==> config.mk <==
export PLATFORM = sky130hd
export DESIGN_NAME = flag_clear_exec
export DESIGN_NICKNAME = d
export VERILOG_FILES = /design/src/rtl/exec_pkg.sv /design/src/rtl/decode_if.sv /design/src/rtl/flag_clear_exec.sv /design/src/rtl/op_decoder.sv /design/src/rtl/low_clr_counter.sv
export SDC_FILE = /design/constraint.sdc
export NUM_CORES = 1
export LEC_CHECK = 0
export BUFFER_PORTS_ARGS = -buffer_cell sky130_fd_sc_hd__buf_2
export CAP_MARGIN = 20
export CORE_ASPECT_RATIO = 1.75
export CORE_MARGIN = 3
export CORE_UTILIZATION = 39
export DETAILED_ROUTE_END_ITERATION = 8
export HOLD_SLACK_MARGIN = 0.1
export PLACE_DENSITY = 0.62
export REMOVE_ABC_BUFFERS = 1
export SETUP_SLACK_MARGIN = 0.1
export SYNTH_ARGS = -nofsm -noshare
export SYNTH_HDL_FRONTEND = slang
export SYNTH_HIERARCHICAL = 1
export SYNTH_SLANG_ARGS = --single-unit
==> constraint.sdc <==
create_clock -name sys_clk -period 18.1 [get_ports sys_clk]
set_clock_uncertainty 0.1 [all_clocks]
set_input_delay 3.62 -clock sys_clk [delete_from_list [all_inputs] [get_ports sys_clk]]
set_output_delay 3.62 -clock sys_clk [all_outputs]
set_load 0.005 [all_outputs]
==> src/rtl/exec_pkg.sv <==
// Constants, types and register map of the flag-clear and decrement execute unit
package exec_pkg;
    // ****************************************
    // Register map (byte addresses)
    // ****************************************
    localparam logic [7:0] REG_EVF      = 8'h00;
    localparam logic [7:0] REG_STAT     = 8'h04;
    localparam logic [7:0] REG_IRQ_ST   = 8'h08;
    localparam logic [7:0] REG_IRQ_MASK = 8'h0c;
    localparam logic [7:0] REG_MEM_ADDR = 8'h10;
    localparam logic [7:0] REG_MEM_DATA = 8'h14;
    localparam logic [7:0] REG_DIV      = 8'h18;
    localparam logic [7:0] REG_WDT      = 8'h1c;

    // ****************************************
    // Widths and field positions
    // ****************************************
    localparam int DIV_W     = 14;
    localparam int WDT_W     = 18;
    localparam int MEM_DEPTH = 128;
    localparam int EVF_PORT  = 2;
    localparam int EVF_RX    = 5;
    localparam int EVF_TX    = 6;
    localparam int PMF_SLOW  = 3;
    localparam int IRQ_SKIP  = 0;
    localparam int IRQ_BORROW = 1;
    localparam int IRQ_WDT   = 2;
    localparam int IRQ_BADOP = 3;
    localparam logic [7:0] EVF_VALID = 8'hf7;
    localparam logic [9:0] SLOW_TAP  = 10'h3ff;

    // ****************************************
    // Reset values
    // ****************************************
    localparam logic [7:0] EVF_RST    = 8'h00;
    localparam logic [3:0] ACC_RST    = 4'h0;
    localparam logic [3:0] MASK_RST   = 4'h0;
    localparam logic       INT_EN_RST = 1'b0;

    // ****************************************
    // Opcode patterns and match masks
    // ****************************************
    localparam logic [15:0] OPC_CLR_DIV  = 16'h1e00;
    localparam logic [15:0] OPC_CLR_EVF  = 16'h4100;
    localparam logic [15:0] OPC_CLR_PMF  = 16'h1680;
    localparam logic [15:0] OPC_CLR_PORT_CHANGE_STATUS = 16'h4400;
    localparam logic [15:0] OPC_CLR_SERIAL_PORT_STATUS = 16'h5500;
    localparam logic [15:0] OPC_CLR_WDT  = 16'h17c0;
    localparam logic [15:0] OPC_DEC      = 16'h4a80;
    localparam logic [15:0] OPC_DEC_SKIP_NONZERO    = 16'h4880;
    localparam logic [15:0] OPC_IRQ_DISABLE_OP  = 16'h50c0;
    localparam logic [15:0] OPC_EN_INT   = 16'h50e0;
    localparam logic [15:0] MSK_FULL     = 16'hffff;
    localparam logic [15:0] MSK_IMM8     = 16'hff00;
    localparam logic [15:0] MSK_IMM4     = 16'hfff0;
    localparam logic [15:0] MSK_ADDR7    = 16'hff80;

    typedef enum logic [3:0] {
        OP_NONE     = 4'h0,
        OP_CLR_DIV  = 4'h1,
        OP_CLR_EVF  = 4'h2,
        OP_CLR_PMF  = 4'h3,
        OP_CLR_PORT_CHANGE_STATUS = 4'h4,
        OP_CLR_SERIAL_PORT_STATUS = 4'h5,
        OP_CLR_WDT  = 4'h6,
        OP_DEC      = 4'h7,
        OP_IRQ_DISABLE_OP  = 4'h8,
        OP_EN_INT   = 4'h9,
        OP_DEC_SKIP_NONZERO    = 4'ha,
        OP_BAD      = 4'hb
    } op_kind_t;

    typedef struct packed {
        logic [7:0]  evFlags;
        logic        portChg;
        logic [1:0]  serStat;
        logic        wdtSlow;
        logic        intEn;
        logic [3:0]  acc;
        logic        carry;
        logic        zero;
        logic        skip;
        logic        done;
        logic        wdtExpire;
        logic [3:0]  irqSt;
        logic [3:0]  irqMask;
        logic        irq;
        logic [6:0]  memAddr;
        logic [31:0] rdata;
    } exec_state_t;
endpackage

==> src/rtl/decode_if.sv <==
// Carrier between the execute unit and its opcode decoder
`timescale 1ns/1ps
interface decode_if import exec_pkg::*; ();
    logic [15:0] word;
    logic        valid;
    op_kind_t    op;
    logic [7:0]  imm;
    logic [6:0]  addr;

    modport decoder (input word, input valid, output op, output imm, output addr);
    modport exec    (output word, output valid, input op, input imm, input addr);
endinterface

==> src/rtl/flag_clear_exec.sv <==
// Execute unit: flag clears, counter clears, interrupt gate, decrement ops
// Operation
// - Divider clear zeroes only low four bits
// - Event clear by 8-bit mask, bit3 reserved
// - Mask bits 0-2 clear divider, timer0, port
// - Mask bits 4-7 clear pin, serial, timer1
// - Parameter bit3 selects watchdog clock Fosc/1024
// - Port status clear drops port change flag
// - Serial status clear drops all serial flags
// - Watchdog clear zeroes only low four bits
// - Decrement nibble into memory and result, flags
// - Disable op blocks interrupt acceptance
// - Skip variant skips next when result nonzero
// - Enable op restores interrupt acceptance
`timescale 1ns/1ps
module flag_clear_exec import exec_pkg::*; (
    input  wire logic        sys_clk,
    input  wire logic        rst_n,
    input  wire logic        instrValid,
    input  wire logic [15:0] instrWord,
    input  wire logic [7:0]  eventIn,
    input  wire logic [7:0]  busAddr,
    input  wire logic [31:0] busWrData,
    input  wire logic        busWr,
    input  wire logic        busRd,
    output logic [31:0]      busRdData,
    output logic [3:0]       workResultReg,
    output logic             carryBit,
    output logic             zeroBit,
    output logic             skipNext,
    output logic             opDone,
    output logic             intEnable,
    output logic             wdtSlowClk,
    output logic [7:0]       eventFlags,
    output logic             portChangeStatus,
    output logic [1:0]       serialPortStatus,
    output logic             wdtExpire,
    output logic             irq
);
    // ****************************************
    // Declarations
    // ****************************************
    exec_state_t        st;
    exec_state_t        nxt;
    decode_if           dec ();
    logic [3:0]         dataMem [0:MEM_DEPTH-1];
    logic [3:0]         memNib;
    logic [3:0]         decVal;
    logic               isDecOp;
    logic [7:0]         evfClrMask;
    logic [7:0]         evSet;
    logic [3:0]         irqSet;
    logic [DIV_W-1:0]   dividerZero;
    logic [WDT_W-1:0]   watchdogCounter;
    logic               divWrap;
    logic               wdtWrap;
    logic               slowTick;
    logic               wdtTick;
    logic               memWrEn;
    logic [31:0]        rdMux;

    // ****************************************
    // Decode and counters
    // ****************************************
    assign dec.word  = instrWord;
    assign dec.valid = instrValid;

    op_decoder u_dec (
        .dec (dec)
    );

    // Divider runs at the core rate; its taps make the slower enables
    low_clr_counter #(.W(DIV_W)) u_div (
        .sys_clk (sys_clk),
        .rst_n   (rst_n),
        .countEn (1'b1),
        .clrLow  (dec.op == OP_CLR_DIV),
        .value   (dividerZero),
        .wrap    (divWrap)
    );

    // Fosc/1024 tick from the low ten divider bits
    assign slowTick = (dividerZero[9:0] == SLOW_TAP);
    assign wdtTick  = st.wdtSlow ? slowTick : divWrap;

    low_clr_counter #(.W(WDT_W)) u_wdt (
        .sys_clk (sys_clk),
        .rst_n   (rst_n),
        .countEn (wdtTick),
        .clrLow  (dec.op == OP_CLR_WDT),
        .value   (watchdogCounter),
        .wrap    (wdtWrap)
    );

    // ****************************************
    // Data memory and decrement path
    // ****************************************
    assign memNib  = dataMem[dec.addr];
    assign decVal  = memNib - 4'h1;
    assign isDecOp = (dec.op == OP_DEC) || (dec.op == OP_DEC_SKIP_NONZERO);
    assign memWrEn = busWr && (busAddr == REG_MEM_DATA);

    // Instruction write wins over a software write in the same cycle
    always_ff @(posedge sys_clk) begin
        if (isDecOp) begin
            dataMem[dec.addr] <= decVal;
        end else if (memWrEn) begin
            dataMem[st.memAddr] <= busWrData[3:0];
        end
    end

    // ****************************************
    // Event sources
    // ****************************************
    // Bit 3 has no source and no clear, so it can never rise
    assign evfClrMask = (dec.op == OP_CLR_EVF) ? (dec.imm & EVF_VALID) : 8'h00;
    assign evSet      = (eventIn | {7'h00, divWrap}) & EVF_VALID;

    // Unit's own interrupt causes
    assign irqSet[IRQ_SKIP]   = (dec.op == OP_DEC_SKIP_NONZERO) && (decVal != 4'h0);
    assign irqSet[IRQ_BORROW] = isDecOp && (memNib == 4'h0);
    assign irqSet[IRQ_WDT]    = wdtWrap;
    assign irqSet[IRQ_BADOP]  = (dec.op == OP_BAD);

    // ****************************************
    // Register read mux
    // ****************************************
    always_comb begin
        case (busAddr)
            REG_EVF:      rdMux = {24'h000000, st.evFlags};
            REG_STAT:     rdMux = {21'h000000, st.serStat, st.portChg, st.wdtSlow,
                                   st.intEn, st.zero, st.carry, st.acc};
            REG_IRQ_ST:   rdMux = {28'h0000000, st.irqSt};
            REG_IRQ_MASK: rdMux = {28'h0000000, st.irqMask};
            REG_MEM_ADDR: rdMux = {25'h0000000, st.memAddr};
            REG_MEM_DATA: rdMux = {28'h0000000, dataMem[st.memAddr]};
            REG_DIV:      rdMux = {18'h00000, dividerZero};
            REG_WDT:      rdMux = {14'h0000, watchdogCounter};
            default:      rdMux = 32'h00000000;
        endcase
    end

    // ****************************************
    // Next-state logic
    // ****************************************
    // Sets always win over clears so no event is lost on a clear cycle
    always_comb begin
        nxt = st;
        nxt.skip      = 1'b0;
        nxt.done      = (dec.op != OP_NONE);
        nxt.wdtExpire = wdtWrap;
        nxt.rdata     = busRd ? rdMux : 32'h00000000;

        nxt.evFlags = (st.evFlags & ~evfClrMask) | evSet;

        case (dec.op)
            OP_CLR_PMF: begin
                nxt.wdtSlow = dec.imm[PMF_SLOW];
            end
            OP_CLR_PORT_CHANGE_STATUS: begin
                nxt.portChg = 1'b0;
            end
            OP_CLR_SERIAL_PORT_STATUS: begin
                nxt.serStat = 2'b00;
            end
            OP_IRQ_DISABLE_OP: begin
                nxt.intEn = 1'b0;
            end
            OP_EN_INT: begin
                nxt.intEn = 1'b1;
            end
            OP_DEC, OP_DEC_SKIP_NONZERO: begin
                nxt.acc   = decVal;
                nxt.carry = (memNib == 4'h0);
                nxt.zero  = (decVal == 4'h0);
                nxt.skip  = (dec.op == OP_DEC_SKIP_NONZERO) && (decVal != 4'h0);
            end
            default: begin
                nxt.acc = st.acc;
            end
        endcase

        // Status bits set after their own clears
        if (eventIn[EVF_PORT]) begin
            nxt.portChg = 1'b1;
        end
        if (eventIn[EVF_RX]) begin
            nxt.serStat[0] = 1'b1;
        end
        if (eventIn[EVF_TX]) begin
            nxt.serStat[1] = 1'b1;
        end

        // Register writes
        if (busWr && (busAddr == REG_IRQ_MASK)) begin
            nxt.irqMask = busWrData[3:0];
        end
        if (busWr && (busAddr == REG_MEM_ADDR)) begin
            nxt.memAddr = busWrData[6:0];
        end

        // Read clears status; a cause in the same cycle survives
        if (busRd && (busAddr == REG_IRQ_ST)) begin
            nxt.irqSt = irqSet;
        end else begin
            nxt.irqSt = st.irqSt | irqSet;
        end
        nxt.irq = |(nxt.irqSt & nxt.irqMask);
    end

    // ****************************************
    // State register
    // ****************************************
    always_ff @(posedge sys_clk or negedge rst_n) begin
        if (!rst_n) begin
            st         <= '0;
            st.evFlags <= EVF_RST;
            st.acc     <= ACC_RST;
            st.irqMask <= MASK_RST;
            st.intEn   <= INT_EN_RST;
        end else begin
            st <= nxt;
        end
    end

    // Outputs straight from the state register
    assign busRdData        = st.rdata;
    assign workResultReg    = st.acc;
    assign carryBit         = st.carry;
    assign zeroBit          = st.zero;
    assign skipNext         = st.skip;
    assign opDone           = st.done;
    assign intEnable        = st.intEn;
    assign wdtSlowClk       = st.wdtSlow;
    assign eventFlags       = st.evFlags;
    assign portChangeStatus = st.portChg;
    assign serialPortStatus = st.serStat;
    assign wdtExpire        = st.wdtExpire;
    assign irq              = st.irq;
endmodule

==> src/rtl/op_decoder.sv <==
// Opcode decoder for the flag-clear and decrement group
`timescale 1ns/1ps
module op_decoder import exec_pkg::*; (
    decode_if.decoder dec
);
    // Pattern match; longest fixed patterns are tested first
    always_comb begin
        dec.imm  = dec.word[7:0];
        dec.addr = dec.word[6:0];
        if (!dec.valid) begin
            dec.op = OP_NONE;
        end else if ((dec.word & MSK_FULL) == OPC_CLR_DIV) begin
            dec.op = OP_CLR_DIV;
        end else if ((dec.word & MSK_FULL) == OPC_CLR_PORT_CHANGE_STATUS) begin
            dec.op = OP_CLR_PORT_CHANGE_STATUS;
        end else if ((dec.word & MSK_FULL) == OPC_CLR_SERIAL_PORT_STATUS) begin
            dec.op = OP_CLR_SERIAL_PORT_STATUS;
        end else if ((dec.word & MSK_FULL) == OPC_CLR_WDT) begin
            dec.op = OP_CLR_WDT;
        end else if ((dec.word & MSK_FULL) == OPC_IRQ_DISABLE_OP) begin
            dec.op = OP_IRQ_DISABLE_OP;
        end else if ((dec.word & MSK_FULL) == OPC_EN_INT) begin
            dec.op = OP_EN_INT;
        end else if ((dec.word & MSK_IMM4) == OPC_CLR_PMF) begin
            dec.op = OP_CLR_PMF;
        end else if ((dec.word & MSK_ADDR7) == OPC_DEC) begin
            dec.op = OP_DEC;
        end else if ((dec.word & MSK_ADDR7) == OPC_DEC_SKIP_NONZERO) begin
            dec.op = OP_DEC_SKIP_NONZERO;
        end else if ((dec.word & MSK_IMM8) == OPC_CLR_EVF) begin
            dec.op = OP_CLR_EVF;
        end else begin
            dec.op = OP_BAD;
        end
    end
endmodule

==> src/rtl/low_clr_counter.sv <==
// Free counter whose lowest four bits can be cleared by an instruction
`timescale 1ns/1ps
module low_clr_counter #(
    parameter int W = 14
) (
    input  wire logic         sys_clk,
    input  wire logic         rst_n,
    input  wire logic         countEn,
    input  wire logic         clrLow,
    output logic [W-1:0]      value,
    output logic              wrap
);
    typedef struct packed {
        logic [W-1:0] cnt;
        logic         wrap;
    } cnt_state_t;

    cnt_state_t st;
    cnt_state_t nxt;

    // Clear beats count so the low nibble lands exactly on zero
    always_comb begin
        nxt = st;
        nxt.wrap = 1'b0;
        if (clrLow) begin
            nxt.cnt = {st.cnt[W-1:4], 4'h0};
        end else if (countEn) begin
            nxt.cnt  = st.cnt + {{(W-1){1'b0}}, 1'b1};
            nxt.wrap = &st.cnt;
        end
    end

    always_ff @(posedge sys_clk or negedge rst_n) begin
        if (!rst_n) begin
            st <= '0;
        end else begin
            st <= nxt;
        end
    end

    assign value = st.cnt;
    assign wrap  = st.wrap;
endmodule

After elaboration in Yosys (flattened, before gate mapping)
Memories as Yosys holds them, arrays and structs flattened.
Cells that the tools add are included.
{ "word_totals": {"reg_bits": 104, "ramBits": 512, "input_bits": 69, "output_inout_bits": 55, "word_cells": 123, "mem_count": 1} }
{ "mem_list": {"columns": ["memory", "depth", "width", "rd", "rd_clocked_by_memory_dff", "wr", "line_no", "rtl"], "rows": [
  ["dataMem", 128, 4, 2, 0, 1, "flag_clear_exec.sv:46", "logic [3:0] dataMem [0:MEM_DEPTH-1];"]
]} }
{ "op_classes": {"addsub": 3, "eq_ne": 29, "muxes": 37, "bitwise_logic": 7, "n_reduce_logical": 23} }
{ "ops": {"columns": ["operator", "n"], "rows": [
  ["$pmux 18 s8", 1],
  ["$eq 16x15->1 const B", 4],
  ["$mux 4", 16],
  ["$eq 16x13->1 const B", 2],
  ["$eq 8x5->1 const B", 4],
  ["$mux 32", 1],
  ["$add 18x1->18 const B", 1],
  ["$eq 9x8->1 const B", 2],
  ["$reduce_and 18->1", 1],
  ["$eq 4x3->1 const B", 4],
  ["$eq 4x4->1 const B", 4],
  ["$eq 8x4->1 const B", 2],
  ["$add 14x1->14 const B", 1],
  ["$mux 1", 14],
  ["$reduce_and 14->1", 1],
  ["$eq 12x9->1 const B", 1],
  ["$eq 10x10->1 const B", 1],
  ["$reduce_bool 2->1", 5],
  ["$and 8x8->8", 1],
  ["$eq 4x2->1 const B", 2],
  ["$eq 8x3->1 const B", 1],
  ["$eq 8x7->1 const B", 1],
  ["$logic_not 4->1", 2],
  ["$logic_not 8->1", 1],
  ["other kinds (19)", 26]
]} }

Longest topological paths before layout
{ "depth": {"depth_word": 19, "ltp_mapped": 16, "ltp_nobuf": 12} }

By module
Netlist, hierarchy kept.
{ "modules_own_cells": {"columns": ["module", "instances", "cells_each", "area_per_inst_um2", "seq_area_each_um2"], "rows": [
  ["flag_clear_exec", 1, 1518, 27309.9, 16751.1],
  ["low_clr_counter (u_wdt)", 1, 73, 864.6, 475.5],
  ["low_clr_counter (u_div)", 1, 61, 704.4, 375.4],
  ["op_decoder", 1, 51, 375.4, 0.0]
]} }

Worst setup path after synthesis
No wires, ideal clock.
{ "synth_timing": {"path_kind": "in2reg", "start": "input instrWord[8]", "end": "memory dataMem[0][3], data pin", "setup_time_ns": 0.920, "t_arrival_ns": 9.718, "t_required_ns": 17.080, "path_slack_ns": 7.362, "path_stages": 10, "cell_sequence": "buf_2 xor2_1 o221ai_1 nor4bb_1 nor3b_1 o21ai_0 nand3_1 clkbuf_1 buf_1 mux2i_1"} }
{ "synth_via": {"elab_chain_len": 18} }
{ "synth_lines": {"columns": ["item", "line_no", "rtl"], "rows": [
  ["start, declared", "flag_clear_exec.sv:20", "input wire logic [15:0] instrWord,"],
  ["$eq 8x7->1", "op_decoder.sv:30", "end else if ((dec.word & MSK_IMM8) == OPC_CLR_EVF) begin"],
  ["$mux 4", "op_decoder.sv:30", null],
  ["$mux 4", "op_decoder.sv:28", "end else if ((dec.word & MSK_ADDR7) == OPC_DEC_SKIP_NONZERO) begin"],
  ["$mux 4", "op_decoder.sv:26", "end else if ((dec.word & MSK_ADDR7) == OPC_DEC) begin"],
  ["$mux 4", "op_decoder.sv:24", "end else if ((dec.word & MSK_IMM4) == OPC_CLR_PMF) begin"],
  ["$mux 4", "op_decoder.sv:22", "end else if ((dec.word & MSK_FULL) == OPC_EN_INT) begin"],
  ["$mux 4", "op_decoder.sv:20", "end else if ((dec.word & MSK_FULL) == OPC_IRQ_DISABLE_OP) begin"],
  ["$mux 4", "op_decoder.sv:18", "end else if ((dec.word & MSK_FULL) == OPC_CLR_WDT) begin"],
  ["[... 3 more ...]", null, null],
  ["$mux 4 (*)", "op_decoder.sv:10", "if (!dec.valid) begin"],
  ["via dec.op[3]", "decode_if.sv:6", "op_kind_t op;"],
  ["$eq 4x3->1 or $eq 4x4->1 (tied branches)", "flag_clear_exec.sv:100", "assign isDecOp = (dec.op == OP_DEC) || (dec.op == OP_DEC_SKIP_NONZERO);"],
  ["$logic_or 1x1->1 (*)", "flag_clear_exec.sv:100", null],
  ["$mux 1 (*)", "flag_clear_exec.sv:105", "if (isDecOp) begin"],
  ["$mux 1 (implied by the code) (*)", "flag_clear_exec.sv:108", "dataMem[st.memAddr] <= busWrData[3:0];"],
  ["$reduce_or 4->1 (no source line) (*)", null, null],
  ["$mux 4 (no source line) (*)", null, null],
  ["end, declared", "flag_clear_exec.sv:46", null]
]} }
Mark *: on every way through the listed nets, which the timed path passes. The rest lies on a longest branch.

Worst setup path after layout
{ "layout_timing": {"start": "input instrWord[0]", "end": "memory dataMem[64][1], data pin"} }
{ "layout_via": {"elab_chain_len": 14} }
{ "layout_lines": {"columns": ["item", "line_no", "rtl"], "rows": [
  ["$eq 16x15->1", "op_decoder.sv:22", null],
  ["$mux 4", "op_decoder.sv:22", null],
  ["$mux 4", "op_decoder.sv:20", null],
  ["$mux 4", "op_decoder.sv:18", null],
  ["$mux 4", "op_decoder.sv:16", "end else if ((dec.word & MSK_FULL) == OPC_CLR_SERIAL_PORT_STATUS) begin"],
  ["$mux 4", "op_decoder.sv:14", "end else if ((dec.word & MSK_FULL) == OPC_CLR_PORT_CHANGE_STATUS) begin"],
  ["$mux 4", "op_decoder.sv:12", "end else if ((dec.word & MSK_FULL) == OPC_CLR_DIV) begin"],
  ["$mux 4", "op_decoder.sv:10", null],
  ["$eq 4x3->1 or $eq 4x4->1 (tied branches)", "flag_clear_exec.sv:100", null],
  ["$logic_or 1x1->1", "flag_clear_exec.sv:100", null],
  ["$mux 1", "flag_clear_exec.sv:105", null],
  ["$mux 1 (implied by the code)", "flag_clear_exec.sv:108", null],
  ["$reduce_or 4->1 (no source line)", null, null],
  ["$mux 4 (no source line) (*)", null, null]
]} }
Mark *: on every way between the ends. The rest lies on a longest branch, timed or not.

==> flow_summary.toml <==
[status]
outcome = "completed"

[logic_synthesis]
synth_top_area_cell = "edfxtp_1"
yosysTopAreaCellShare = 0.526
synth_warnings = 6
syn_area_um2 = 29300
netlist_instances = 1703
synthArstFlopShare = 0.148
synth_seq_area_share = 0.602
synthTopCellsByArea = "edfxtp_1 (53%), mux4_2 (24%), dfrtp_1 (7.6%)"
synth.distinct_cells = 71
synth-main-ff-cell = "edfxtp_1"
synth-edff-count = 512
ys_ff_latch = 601
syn_area_per_cell_um2 = 17.2

[critical_path]
path_delay_family = "buffers and inverters"
cpPeakStageDelay_ns = 0.84
start_kind = "primary input"
worst_setup_path_end_kind = "register"
cp_max_fo = 88
crit_required_ns = 18.26
worstRegToRegCells = 8
worst-path-stages = 9
worstSetupPathType = "primary input to register"
critPathBufInv = 3
cp_cell_sequence = "clkbuf_8 > buf_4 > mux4_2 > mux4_2 > mux4_2 > mux2i_2 > ha_1 > a21oi_4 > buf_4"
cp_slowest_cell = "buf_4"
arrival_ns = 9.29
crit_top_cell = "mux4_2"

[clocking]
holdBufCountCts = 0
clock_path_buffers = 3
htreeDepth = 2
cts_setup_buffers = 0
cts_resized = 0
cts_sinks = 601
cts_buffers = 51
cts_root_buf = "clkbuf_16"
clk_latency_ns = 0.61
cts_tree = "yes"
path_clk_slew_ns = 0.07

[layout]
fillers = 6372
mostFrequentLayoutCell = "edfxtp_1"
final_cells = 2695
area_growth_syn_to_layout_pct = 9.58
diodes = 0
nNetsFinal = 1788
final_cell_mix = "edfxtp_1 (512), mux4_2 (317), nor2_1 (181), dfrtp_1 (85), buf_2 (80)"
drive_above_1_share = 0.321

[floorplan]
dieArea_um2 = 78500
fp-row-count = 132
chipWidth_um = 213
core_um2 = 74200
start_util = 0.394
io_pins = 124
die_y_um = 368

[power_and_ir_drop]
peakVddDrop_v = 0.0000683
cellLeakagePower_uw = 0.0101
p_per_area_nw_per_um2 = 98.8

[detailed_routing]
drc = 0
drtIter0Drc = 1650
num_vias = 16500
wl_mm = 81.1
dr.pass1.iters = 5
wl_per_cell_um = 30.1
via_per_inst = 6.13
ant_nets = 0

[global_route]
grt_usage = 0.208
antenna_found_initial = 0
grt_first_pass_wirelength_mm = 118
grt_max_degree = 89
overflow = 0
grt_pass1_vias = 17300

[hold_path]
hold_path.class = "register to register"
min_path_cells = 0

[placement]
dp_cells = 2597
hpwl_mm = 55.8
io_buffer_count = 82
routabilityCongestion = 0.880

[timing]
clock.fmax_mhz = 110
tns_ns = 0
worstMarginPinSlew_ns = 1.05
layout_min_cycle_time_ns = 9.13
setup_viol = 0
slew_headroom = 0.297
period_share = 0.505
rsz0062_at_grt = "false"
slew_viol_final = 0
hold_viol = 0

[flow_run]
maxCapViolations = 0
==> power by group <==
| group | total (uW) | switching (uW) | leakage, uW | internal (uW) |
|---|---|---|---|---|
| Combinational | 349 | 235 | 0.00351 | 114 |
| Clock | 1180 | 516 | 0.000870 | 663 |
| Sequential | 1640 | 26.8 | 0.00573 | 1610 |
==> final timing paths <==
path | start | endpoint | slack (ns)
worst max-delay path | instrWord[0] | dataMem[64][1] | 8.97
worst min-delay path | u_wdt/wrap | wdtExpire | 0.30
worst max register to register | st[32] | busRdData[1] | 13.08
worst min register to register | u_wdt/wrap | wdtExpire | 0.30
max in group asynchronous | rst_n | st[33] | 13.86
min in group asynchronous | rst_n | u_div/wrap | 2.83
==> cells by family after synthesis <==
logic type | Yosys count | share of synthesized area
AOI/OAI and AO/OA | 119 | 0.0281
xor gates and xnor gates | 34 | 0.0104
buffers and inverters | 184 | 0.0340
DFF | 601 | 0.602
and+or+nand+nor | 412 | 0.0683
adders and majority gates | 5 | 0.00214
other | 2 | 0.000257
muxes | 346 | 0.255
==> registers in the layout, summed over array words and instances (netlist names), 2 cells and up <==
register	cells
busRdData	18
eventFlags	7
dataMem	512
u_div/value	14
u_wdt/value	18
workResultReg	4
st	15
serialPortStatus	2
==> Yosys cell counts, drive strengths merged, types with 3 or more instances <==
library cell  count
a211oi            3
a21o              9
a21oi            13
a221oi            4
a222oi            4
a22oi            13
a31oi             3
a41oi             7
and3             10
buf             104
clkbuf           64
dfrtp            89
edfxtp          512
ha                5
inv              16
mux2             19
mux2i            10
mux4            317
nand2            79
nand2b           16
nand3            38
nand3b            8
nand4            15
nor2            182
nor2b             4
nor3             21
nor4             12
nor4b             5
o21ai            23
o21bai            4
o22ai            18
o31ai             5
or2               7
xnor2            17
xor2             17
==> routing by layer <==
layer	up-vias	routed length, um	global-route usage
li1	6902	-	-
met1	8713	25700	0.217
met5	-	0	0
met4	0	5460	0.118
met3	188	4330	0.0234
met2	716	45600	0.395
==> worst reg2reg max path: stages (launching register included) <==
cell and delay (ns):
dfrtp_4 1.02, buf_4 0.77, buf_4 0.68, mux4_2 0.68, mux4_2 0.55, mux4_2 0.53
mux2_2 0.29, nand2_1 0.09, a21oi_1 0.14
==> cell type report <==
cell class                      count  area, um2  share of cell area
Clock buffer                       70       1440              0.0448
Clock inverter                     26        354              0.0110
Inverter                           16       60.1             0.00187
Multi-Input combinational cell    932      10800               0.336
Sequential cell                   601      17600               0.549
Tap cell                          938       1170              0.0366
Timing Repair Buffer              112        663              0.0207
==> per-stage QoR <==
step                instance area, um2  utilization  hold WS (ns)  worst slack (ns)  power (uW)
CTS                              32000        0.432         0.301              9.01        3190
floorplan                        28400            -         0.255              6.92        1870
global placement                 30200        0.408         0.284              8.38        2010
finish                           32100        0.432         0.302              8.97        3170
detailed placement               30300        0.408         0.286              8.37        2020
global route                     32100        0.432         0.317              8.67        3270
Note: power is estimated with default switching activity, not from simulation.
